[config.mk]
export PLATFORM = sky130hd
export DESIGN_NAME = osio_top
export DESIGN_NICKNAME = d
export VERILOG_FILES = /design/src/inc/osio_pkg.sv /design/src/logic/osio_top.sv /design/src/logic/osio_filter.sv
export VERILOG_INCLUDE_DIRS = /design/src /design/src/inc
export SDC_FILE = /design/constraint.sdc
export NUM_CORES = 1
export LEC_CHECK = 0
export ABC_AREA = 1
export BUFFER_PORTS_ARGS = -buffer_cell sky130_fd_sc_hd__buf_2
export CAP_MARGIN = 20
export CORE_ASPECT_RATIO = 1.1
export CORE_MARGIN = 2
export CORE_UTILIZATION = 35
export CTS_CLUSTER_SIZE = 20
export DETAILED_ROUTE_END_ITERATION = 7
export GPL_TIMING_DRIVEN = 1
export SLEW_MARGIN = 40
export SYNTH_ARGS = -nofsm -noshare
export SYNTH_HDL_FRONTEND = slang
export SYNTH_SLANG_ARGS = --single-unit
[constraint.sdc]
create_clock -name CLK_SYS -period 6 [get_ports CLK_SYS]
set_clock_uncertainty 0.2 [all_clocks]
set_input_delay 0.6 -clock CLK_SYS [delete_from_list [all_inputs] [get_ports CLK_SYS]]
set_output_delay 0.6 -clock CLK_SYS [all_outputs]
set_load 0.01 [all_outputs]
[src/inc/osio_cfg.svh]
// Purpose: offsets, field positions, codes and times of the origin/servo io
// Assumes: 25 MHz system clock
// Notes: times are in microseconds, counts derived from them
`ifndef OSIO_CFG_SVH
`define OSIO_CFG_SVH
`define OSIO_CLK_HZ 25000000
`define OSIO_US2CYC(us) ((us) * (`OSIO_CLK_HZ / 1000000))
`define OSIO_ADR_MODE 8'h00
`define OSIO_ADR_ENV1 8'h04
`define OSIO_ADR_ENV2 8'h08
`define OSIO_ADR_STAT 8'h0c
`define OSIO_ADR_CMD 8'h10
`define OSIO_CMD_CLR_ON 8'h10
`define OSIO_CMD_CLR_OFF 8'h11
`define OSIO_MODE_HOME 4'h1
`define OSIO_MODE_HOME_LIM 4'h2
`define OSIO_MODE_AWAY 4'h3
`define OSIO_MD_MODE_LO 0
`define OSIO_MD_WAIT_INP 9
`define OSIO_E1_ORG_POL 7
`define OSIO_E1_INP_POL 11
`define OSIO_E1_FILTER 12
`define OSIO_E1_WIDTH_LO 16
`define OSIO_E1_CLR_POL 19
`define OSIO_E1_OFF_LO 20
`define OSIO_E1_SHARED_SEL 23
`define OSIO_E1_CLR_ON_STOP 24
`define OSIO_E1_CLR_ON_HOME 25
`define OSIO_E2_EDGE 3
`define OSIO_E2_COUNT_LO 4
`define OSIO_E2_IDX_FILTER 10
`define OSIO_ST_BUSY 0
`define OSIO_ST_ORG_LATCH 1
`define OSIO_ST_INDEX 7
`define OSIO_ST_ORIGIN 21
`define OSIO_ST_INP 22
`define OSIO_ST_CLEAR 23
`define OSIO_WIDTH_LEVEL 3'h7
`define OSIO_INDEX_FILT_CYC 3
`define OSIO_INP_FILT_US 4
`define OSIO_INP_FILT_CYC `OSIO_US2CYC(`OSIO_INP_FILT_US)
`define OSIO_W0_US 12
`define OSIO_W1_US 102
`define OSIO_W2_US 409
`define OSIO_W3_US 1600
`define OSIO_W4_US 13000
`define OSIO_W5_US 52000
`define OSIO_W6_US 104000
`define OSIO_D1_US 12
`define OSIO_D2_US 1600
`define OSIO_D3_US 52000
`define OSIO_D4_US 104000
`define OSIO_D5_US 208000
`define OSIO_D6_US 416000
`define OSIO_D7_US 832000
`endif

[src/inc/osio_pkg.sv]
// Purpose: types of the origin/servo io block
// Assumes: nothing
// Notes: widths of timers are fixed here
package osio_pkg;
    typedef enum logic [1:0] {
        OSIO_BUSY_IDLE = 2'b00,
        OSIO_BUSY_RUN = 2'b01,
        OSIO_BUSY_WAIT = 2'b10
    } osio_busy_type;
    typedef enum logic [1:0] {
        OSIO_CLR_IDLE = 2'b00,
        OSIO_CLR_ON = 2'b01,
        OSIO_CLR_DELAY = 2'b10
    } osio_clr_type;
    typedef struct packed {
        logic ack;
        logic [31:0] rdata;
        logic [3:0] mode;
        logic wait_inp;
        logic [31:0] env1;
        logic [31:0] env2;
        logic pulse_q;
        logic org_latch;
        logic [3:0] idx_cnt;
        logic idx_q;
        logic idx_done;
        osio_busy_type bstate;
        logic busy;
        logic pend;
        logic go;
        osio_clr_type cstate;
        logic [24:0] tmr;
        logic pin;
    } osio_state_type;
endpackage

[src/logic/osio_top.sv]
// Purpose: origin sensor, encoder index, in-position and deviation clear io
// Assumes: classic Wishbone slave, 32-bit data, motion core gives events
// Notes: registers answer in one cycle, unmapped reads return zero
//
// Notes on behaviour
// - origin sampled at each output pulse rise
// - origin latch held, cleared at motor stop
// - origin and index active in homing modes
// - env1 bit 7 sets origin polarity
// - status bit 21 shows origin input
// - env2 bits 7..4 hold index count-1
// - env2 bit 3 picks counted index edge
// - status bit 7 shows index input
// - env2 bit 10 filters index under 3 cycles
// - mode bit 9 holds busy until in-position
// - busy pin and busy status change together
// - in-position already on ends at once
// - env1 bit 11 sets in-position polarity
// - status bit 22 shows in-position input
// - env1 bit 12 filters in-position under 4us
// - env1 bit 23 selects clear or current-reduction
// - env1 bit 24 clears on immediate stop
// - env1 bit 25 clears on home done
// - env1 bits 18..16 set clear width, 111 level
// - env1 bits 22..20 set off delay
// - env1 bit 19 clear polarity, status 23
// - commands 10h on, 11h off
`timescale 1ns/100ps
`include "osio_cfg.svh"
module osio_top
    import osio_pkg::*;
#(
    parameter int unsigned WIDTH_CYC [7] = '{
        `OSIO_US2CYC(`OSIO_W0_US), `OSIO_US2CYC(`OSIO_W1_US),
        `OSIO_US2CYC(`OSIO_W2_US), `OSIO_US2CYC(`OSIO_W3_US),
        `OSIO_US2CYC(`OSIO_W4_US), `OSIO_US2CYC(`OSIO_W5_US),
        `OSIO_US2CYC(`OSIO_W6_US)},
    parameter int unsigned DELAY_CYC [8] = '{0,
        `OSIO_US2CYC(`OSIO_D1_US), `OSIO_US2CYC(`OSIO_D2_US),
        `OSIO_US2CYC(`OSIO_D3_US), `OSIO_US2CYC(`OSIO_D4_US),
        `OSIO_US2CYC(`OSIO_D5_US), `OSIO_US2CYC(`OSIO_D6_US),
        `OSIO_US2CYC(`OSIO_D7_US)},
    parameter int unsigned INP_FILT_CYC = `OSIO_INP_FILT_CYC
) (
    input wire logic CLK_SYS,
    input wire logic RST,
    input wire logic WB_CYC_I,
    input wire logic WB_STB_I,
    input wire logic WB_WE_I,
    input wire logic [7:0] WB_ADR_I,
    input wire logic [3:0] WB_SEL_I,
    input wire logic [31:0] WB_DAT_I,
    output logic [31:0] WB_DAT_O,
    output logic WB_ACK_O,
    input wire logic ORIGIN_SENSOR,
    input wire logic ENCODER_INDEX,
    input wire logic IN_POSITION_INPUT,
    input wire logic PULSE_OUT,
    input wire logic START_REQ,
    input wire logic PULSE_DONE,
    input wire logic MOTOR_STOP,
    input wire logic IMM_STOP,
    input wire logic HOME_DONE,
    output logic START_GO,
    output logic INDEX_DONE,
    output logic ORIGIN_LATCH,
    output logic OPERATION_BUSY_OUTPUT,
    output logic DEVIATION_CLEAR_OUTPUT
);
    osio_state_type s;
    osio_state_type next_s;
    logic idx_f;
    logic inp_f;
    logic origin_on;
    logic inp_on;
    logic home_mode;
    logic idx_edge;
    logic wr;
    logic rd_cyc;
    logic clr_trig;
    logic clr_on;
    logic red_on;
    logic [2:0] width_code;
    logic [2:0] delay_code;
    logic [31:0] status;

    ////////////////////////////////////////////////////////////////////////
    // input filters

    osio_filter #(
        .LEN(`OSIO_INDEX_FILT_CYC)
    ) u_index_filter (
        .CLK_SYS(CLK_SYS),
        .RST(RST),
        .EN(s.env2[`OSIO_E2_IDX_FILTER]),
        .DIN(ENCODER_INDEX),
        .DOUT(idx_f)
    );

    osio_filter #(
        .LEN(INP_FILT_CYC)
    ) u_inp_filter (
        .CLK_SYS(CLK_SYS),
        .RST(RST),
        .EN(s.env1[`OSIO_E1_FILTER]),
        .DIN(IN_POSITION_INPUT),
        .DOUT(inp_f)
    );

    ////////////////////////////////////////////////////////////////////////
    // decoded conditions

    // input on when it equals the polarity bit
    assign origin_on = ~(ORIGIN_SENSOR ^ s.env1[`OSIO_E1_ORG_POL]);
    assign inp_on = ~(inp_f ^ s.env1[`OSIO_E1_INP_POL]);
    assign home_mode = (s.mode == `OSIO_MODE_HOME) ||
        (s.mode == `OSIO_MODE_HOME_LIM) ||
        (s.mode == `OSIO_MODE_AWAY);
    assign idx_edge = s.env2[`OSIO_E2_EDGE] ? (idx_f & ~s.idx_q) :
        (~idx_f & s.idx_q);
    // write lands at the edge where the master samples ack
    assign wr = WB_CYC_I & WB_STB_I & WB_WE_I & s.ack;
    assign rd_cyc = WB_CYC_I & WB_STB_I & ~s.ack;
    assign width_code = s.env1[`OSIO_E1_WIDTH_LO +: 3];
    assign delay_code = s.env1[`OSIO_E1_OFF_LO +: 3];
    assign clr_on = (s.cstate == OSIO_CLR_ON);
    assign red_on = (s.bstate == OSIO_BUSY_IDLE);

    always_comb begin
        clr_trig = 1'b0;
        if (s.env1[`OSIO_E1_CLR_ON_STOP] && IMM_STOP) begin
            clr_trig = 1'b1;
        end
        if (s.env1[`OSIO_E1_CLR_ON_HOME] && HOME_DONE) begin
            clr_trig = 1'b1;
        end
        if (wr && WB_ADR_I == `OSIO_ADR_CMD && WB_SEL_I[0] &&
            WB_DAT_I[7:0] == `OSIO_CMD_CLR_ON) begin
            clr_trig = 1'b1;
        end
    end

    always_comb begin
        status = '0;
        status[`OSIO_ST_BUSY] = s.busy;
        status[`OSIO_ST_ORG_LATCH] = s.org_latch;
        status[`OSIO_ST_INDEX] = idx_f;
        status[`OSIO_ST_ORIGIN] = origin_on;
        status[`OSIO_ST_INP] = inp_on;
        status[`OSIO_ST_CLEAR] = clr_on;
    end

    ////////////////////////////////////////////////////////////////////////
    // next state

    always_comb begin
        next_s = s;
        next_s.go = 1'b0;
        next_s.idx_done = 1'b0;
        next_s.pulse_q = PULSE_OUT;
        next_s.idx_q = idx_f;

        // bus slave: one-cycle ack, byte lanes honoured
        next_s.ack = rd_cyc;
        if (rd_cyc && !WB_WE_I) begin
            if (WB_ADR_I == `OSIO_ADR_MODE) begin
                next_s.rdata = '0;
                next_s.rdata[`OSIO_MD_MODE_LO +: 4] = s.mode;
                next_s.rdata[`OSIO_MD_WAIT_INP] = s.wait_inp;
            end else if (WB_ADR_I == `OSIO_ADR_ENV1) begin
                next_s.rdata = s.env1;
            end else if (WB_ADR_I == `OSIO_ADR_ENV2) begin
                next_s.rdata = s.env2;
            end else if (WB_ADR_I == `OSIO_ADR_STAT) begin
                next_s.rdata = status;
            end else begin
                next_s.rdata = '0;
            end
        end
        if (wr) begin
            if (WB_ADR_I == `OSIO_ADR_MODE) begin
                if (WB_SEL_I[0]) begin
                    next_s.mode = WB_DAT_I[`OSIO_MD_MODE_LO +: 4];
                end
                if (WB_SEL_I[1]) begin
                    next_s.wait_inp = WB_DAT_I[`OSIO_MD_WAIT_INP];
                end
            end else if (WB_ADR_I == `OSIO_ADR_ENV1) begin
                for (int i = 0; i < 4; i++) begin
                    if (WB_SEL_I[i]) begin
                        next_s.env1[i*8 +: 8] = WB_DAT_I[i*8 +: 8];
                    end
                end
            end else if (WB_ADR_I == `OSIO_ADR_ENV2) begin
                for (int i = 0; i < 4; i++) begin
                    if (WB_SEL_I[i]) begin
                        next_s.env2[i*8 +: 8] = WB_DAT_I[i*8 +: 8];
                    end
                end
            end
        end

        // origin latch: set wins over the stop clear
        if (MOTOR_STOP) begin
            next_s.org_latch = 1'b0;
            next_s.idx_cnt = '0;
        end
        if (home_mode && PULSE_OUT && !s.pulse_q && origin_on) begin
            next_s.org_latch = 1'b1;
        end

        // index count after origin found
        if (home_mode && s.org_latch && idx_edge && !MOTOR_STOP) begin
            if (s.idx_cnt == s.env2[`OSIO_E2_COUNT_LO +: 4]) begin
                next_s.idx_done = 1'b1;
                next_s.idx_cnt = '0;
            end else begin
                next_s.idx_cnt = s.idx_cnt + 4'h1;
            end
        end

        // start waits until clear pulse and off delay are over
        if (START_REQ) begin
            next_s.pend = 1'b1;
        end
        if ((s.pend || START_REQ) && s.cstate == OSIO_CLR_IDLE &&
            !clr_trig) begin
            next_s.pend = 1'b0;
            next_s.go = 1'b1;
        end

        // busy sequencing
        case (s.bstate)
            OSIO_BUSY_IDLE: begin
                if (s.go) begin
                    next_s.bstate = OSIO_BUSY_RUN;
                end
            end
            OSIO_BUSY_RUN: begin
                if (IMM_STOP) begin
                    next_s.bstate = OSIO_BUSY_IDLE;
                end else if (PULSE_DONE) begin
                    if (s.wait_inp && !inp_on) begin
                        next_s.bstate = OSIO_BUSY_WAIT;
                    end else begin
                        next_s.bstate = OSIO_BUSY_IDLE;
                    end
                end
            end
            OSIO_BUSY_WAIT: begin
                if (inp_on || IMM_STOP) begin
                    next_s.bstate = OSIO_BUSY_IDLE;
                end
            end
            default: begin
                next_s.bstate = OSIO_BUSY_IDLE;
            end
        endcase
        // one flop feeds both pin and status bit
        next_s.busy = (next_s.bstate != OSIO_BUSY_IDLE);

        // deviation clear timing
        case (s.cstate)
            OSIO_CLR_IDLE: begin
            end
            OSIO_CLR_ON: begin
                if (width_code != `OSIO_WIDTH_LEVEL) begin
                    if (s.tmr <= 25'h1) begin
                        next_s.cstate = OSIO_CLR_DELAY;
                        next_s.tmr = 25'(DELAY_CYC[delay_code]);
                    end else begin
                        next_s.tmr = s.tmr - 25'h1;
                    end
                end
            end
            OSIO_CLR_DELAY: begin
                if (s.tmr <= 25'h1) begin
                    next_s.cstate = OSIO_CLR_IDLE;
                    next_s.tmr = '0;
                end else begin
                    next_s.tmr = s.tmr - 25'h1;
                end
            end
            default: begin
                next_s.cstate = OSIO_CLR_IDLE;
            end
        endcase
        if (wr && WB_ADR_I == `OSIO_ADR_CMD && WB_SEL_I[0] &&
            WB_DAT_I[7:0] == `OSIO_CMD_CLR_OFF) begin
            next_s.cstate = OSIO_CLR_DELAY;
            next_s.tmr = 25'(DELAY_CYC[delay_code]);
        end
        if (clr_trig && !s.env1[`OSIO_E1_SHARED_SEL]) begin
            next_s.cstate = OSIO_CLR_ON;
            next_s.tmr = (width_code == `OSIO_WIDTH_LEVEL) ? 25'h0 :
                25'(WIDTH_CYC[width_code]);
        end

        // shared pin: active level equals the polarity bit
        if (s.env1[`OSIO_E1_SHARED_SEL]) begin
            next_s.pin = ~(red_on ^ s.env1[`OSIO_E1_CLR_POL]);
        end else begin
            next_s.pin = ~(clr_on ^ s.env1[`OSIO_E1_CLR_POL]);
        end
    end

    ////////////////////////////////////////////////////////////////////////
    // state register

    always_ff @(posedge CLK_SYS or posedge RST) begin
        if (RST) begin
            s <= '0;
            s.pin <= 1'b1;
        end else begin
            s <= next_s;
        end
    end

    assign WB_DAT_O = s.rdata;
    assign WB_ACK_O = s.ack;
    assign START_GO = s.go;
    assign INDEX_DONE = s.idx_done;
    assign ORIGIN_LATCH = s.org_latch;
    assign OPERATION_BUSY_OUTPUT = s.busy;
    assign DEVIATION_CLEAR_OUTPUT = s.pin;
endmodule

[src/logic/osio_filter.sv]
// Purpose: input glitch filter, level accepted after LEN stable cycles
// Assumes: input synchronous to CLK_SYS
// Notes: with EN low the input passes after one register
`timescale 1ns/100ps
module osio_filter #(
    parameter int unsigned LEN = 3
) (
    input wire logic CLK_SYS,
    input wire logic RST,
    input wire logic EN,
    input wire logic DIN,
    output logic DOUT
);
    localparam int CW = $clog2(LEN + 1);
    typedef struct packed {
        logic out;
        logic [CW-1:0] cnt;
    } osio_filt_type;
    osio_filt_type s;
    osio_filt_type next_s;

    always_comb begin
        next_s = s;
        if (!EN) begin
            next_s.out = DIN;
            next_s.cnt = '0;
        end else if (DIN == s.out) begin
            next_s.cnt = '0;
        end else if (s.cnt == CW'(LEN - 1)) begin
            next_s.out = DIN;
            next_s.cnt = '0;
        end else begin
            next_s.cnt = s.cnt + 1'b1;
        end
    end

    always_ff @(posedge CLK_SYS or posedge RST) begin
        if (RST) begin
            s <= '0;
        end else begin
            s <= next_s;
        end
    end

    assign DOUT = s.out;
endmodule

==> summary.md <==
| Metric | Value |
|---|---|
| Reg2reg path depth | 11 |
| Max-cap violations | 0 |
| Setup CP Type | reg2reg |
| Rows | 59 |
| Die Width | 152.5 µm |
| CP Launch Type | flip-flop |
| Cts bufs inserted | 17 |
| Mapped Nets | 1136 |
| Number of enable flip-flop cells after synthesis | 0 |
| Average wire per cell in the routed design | 15.48 µm |
| Power density cells | 302.6 nW/µm² |
| Critical path peak fanout | 23 |
| Critical path data required time | 6.12 ns |
| Crit-path cells | nand2_2 -> nor2_4 -> nand2_2 -> nor2_4 -> nand2_2 -> nand2_2 -> nand2_2 -> nand3_2 -> inv_2 -> a21oi_1 -> nand2_1 |
| Worst Path Buf+Inv | 1 |
| Register area share after synthesis | 45.40% |
| Crit path depth | 11 |
| Ys flop type | dfrtp_1 |
| Nature of the critical path endpoint | flip-flop |
| Worst-path clk slew | 0.06 ns |
| Max Slew Vio Count | 0 |
| Final wirelength | 22170 µm |
| DIE AREA | 25520 µm² |
| Type of the tightest min-delay check | in2async |
| Max clock buf depth | 2 |
| Delay-heaviest family, CP | simple AND/OR/NAND/NOR gates |
| Worst IR Drop VDD | 0.2047 mV |
| Die Y | 167.4 µm |
| Root Driver | clkbuf_16 |
| # nets final | 1188 |
| First-pass GRT wire length | 36100 µm |
| Max Freq | 374.7 MHz |
| Drt drc | 0 |
| DR iter-0 viols | 450 |
| Core ar. | 23770 µm² |
| Syn. warnings | 0 |
| Avg Synthesized Cell Area | 7.995 µm² |
| All-layer global routing usage | 17.59% |
| Port bufs | 95 |
| Dpl hpwl | 16020 µm |
| Slowest-stage cell, CP | nand3_2 |
| Cells after Synth | 1062 |
| # Post-CTS Setup Buffers | 0 |
| Rel. slew slack | 45.95% |
| Commonest non-fill, non-tap cell in the layout | nand2_1 |
| ANT cells | 0 |
| Delay of the slowest critical-path stage | 0.44 ns |
| Netlist cell types | 44 |
| Cell area after synthesis | 8491 µm² |
| Initial antenna violation count | 0 |
| Post_cts resized | 0 |
| Most frequent cells in the layout | nand2_1, dfrtp_1, inv_1, o21ai_0, buf_2 |
| Actual slew at the worst max-slew pin | 0.8078 ns |
| Skew-Pair Late Insertion Delay | 0.43 ns |
| Synth-to-Final Area Change | 13.01% |
| Layout cells sized above 1 | 16.59% |
| Final Hold Viols | 0 |
| Setup violators final | 0 |
| CTS tree | yes |
| Largest net degree at the start of global routing | 108 |
| Post-CTS Hold Fix Bufs | 0 |
| H-Tree Depth | 4 |
| Crit path DAT | 2.79 ns |
| Status | complete, no violations |
| FF+latch count, synth | 154 |
| Via-to-Cell Ratio | 4.922 |
| Async set or reset register ratio after synthesis | 100.0% |
| First-pass DRT Iterations | 5 |
| Fin crit period | 2.669 ns |
| Period utilisation layout | 44.48% |
| RSZ-0062 raised after global routing | false |
| Setup TNS | 0 ns |
| Congestion Overflow GR | 0 |
| Antenna Nets Post-Route | 0 |
| Starting density of the core | 35.72% |
| CP most frequent cell | nand2_2 |
| Clock Sinks | 154 |
| Total power | 0.002904 W |
| P_leak | 4.910 nW |
| Routed via count | 7048 |
| GP Congestion | 0.8659 |
| IO Pins | 96 |
| Vias in the first global route | 6874 |
[worst paths after layout]
kind	slack (ns)	end	from
worst max register to register	3.33	s[6]$_DFFE_PP0P_	WB_ACK_O$_DFF_PP0_
worst min register to register	0.23	s[34]$_DFF_PP0_	u_index_filter.DOUT$_DFFE_PP0P_
max in group asynchronous	4.54	s[105]$_DFFE_PP0P_	RST
min in group CLK_SYS	0.10	s[40]$_DFF_PP0_	PULSE_OUT
worst max-delay path	3.33	s[6]$_DFFE_PP0P_	WB_ACK_O$_DFF_PP0_
worst min-delay path	0.02	WB_ACK_O$_DFF_PP0_	RST
[kinds of logic after synthesis]
| family | count (synthesis) | synth area share [%] |
|---|---|---|
| AOI/OAI and AO/OA | 184 | 12.50 |
| and+or+nand+nor | 476 | 24.27 |
| muxes | 15 | 1.857 |
| xor gates and xnor gates | 32 | 3.301 |
| buffers and inverters | 185 | 10.32 |
| adders and majority gates | 16 | 2.358 |
| DFF | 154 | 45.40 |
[cells in the mapped netlist (all sizes together), types with 4 or more instances]
| cell | instances | area, µm² |
|---|---|---|
| a22o | 16 | 140.1 |
| nand3 | 48 | 290.3 |
| mux2 | 6 | 67.56 |
| nor2 | 107 | 459.2 |
| buf | 52 | 376.6 |
| a21oi | 34 | 173.9 |
| inv | 121 | 454.2 |
| mux2i | 9 | 90.09 |
| nand4 | 11 | 75.07 |
| o21ai | 116 | 591.8 |
| ha | 16 | 200.2 |
| o22ai | 4 | 31.28 |
| xnor2 | 17 | 148.9 |
| o211ai | 5 | 37.54 |
| xor2 | 15 | 131.4 |
| clkbuf | 12 | 45.04 |
| nand2 | 290 | 1119 |
| dfrtp | 153 | 3829 |
| nor3 | 10 | 50.05 |
[power breakdown]
group / switching [W] / internal, W / leakage (nW)
Sequential: 0.0000825 / 0.00112 / 2.08
Combinational: 0.000354 / 0.000188 / 2.51
Clock: 0.000487 / 0.000676 / 0.311
Total: 0.000924 / 0.00198 / 4.91
[metrics by stage]
stage          util (%)  hold slack [ns]  setup slack (ns)  area [µm²]  cells
2_1_floorplan         -           0.1931             1.052        8491   1062
3_3_place_gp      37.65           0.2164             3.051        8949   1400
3_5_place_dp      37.69           0.2219             3.007        8959   1400
4_1_cts           40.35          0.09197             3.341        9590   1432
5_1_grt           40.37          0.08006             3.087        9595   1432
6_report          40.37          0.01788             3.331        9595   1432
[per-layer routing]
layer	global-route usage, %	up-vias	routed length [µm]
li1	-	3484	-
met1	23.85	3348	10310
met2	29.04	191	10480
met3	2.717	25	958
met4	5.676	0	414
met5	0	-	0
[area by class of cell]
class | instances | area, µm²
Inverter | 121 | 466.7
Timing Repair Buffer | 97 | 490.5
Clock inverter | 14 | 202.7
Multi-Input combinational cell | 723 | 3770
Fill cell | 2455 | 14170
Clock buffer | 18 | 429.2
Sequential cell | 154 | 3855
Tap cell | 305 | 381.6
[sequential cells by signal (all words and copies together), names as in the netlist]
| register | flops |
|---|---|
| START_GO | 1 |
| DEVIATION_CLEAR_OUTPUT | 1 |
| ORIGIN_LATCH | 1 |
| INDEX_DONE | 1 |
| s | 102 |
| OPERATION_BUSY_OUTPUT | 1 |
| u_inp_filter.DOUT | 1 |
| u_index_filter.DOUT | 1 |
| u_index_filter.s | 2 |
| WB_ACK_O | 1 |
| WB_DAT_O | 32 |
| delay_code | 3 |
| u_inp_filter.s | 7 |
Power figures use the tool's default switching activity.
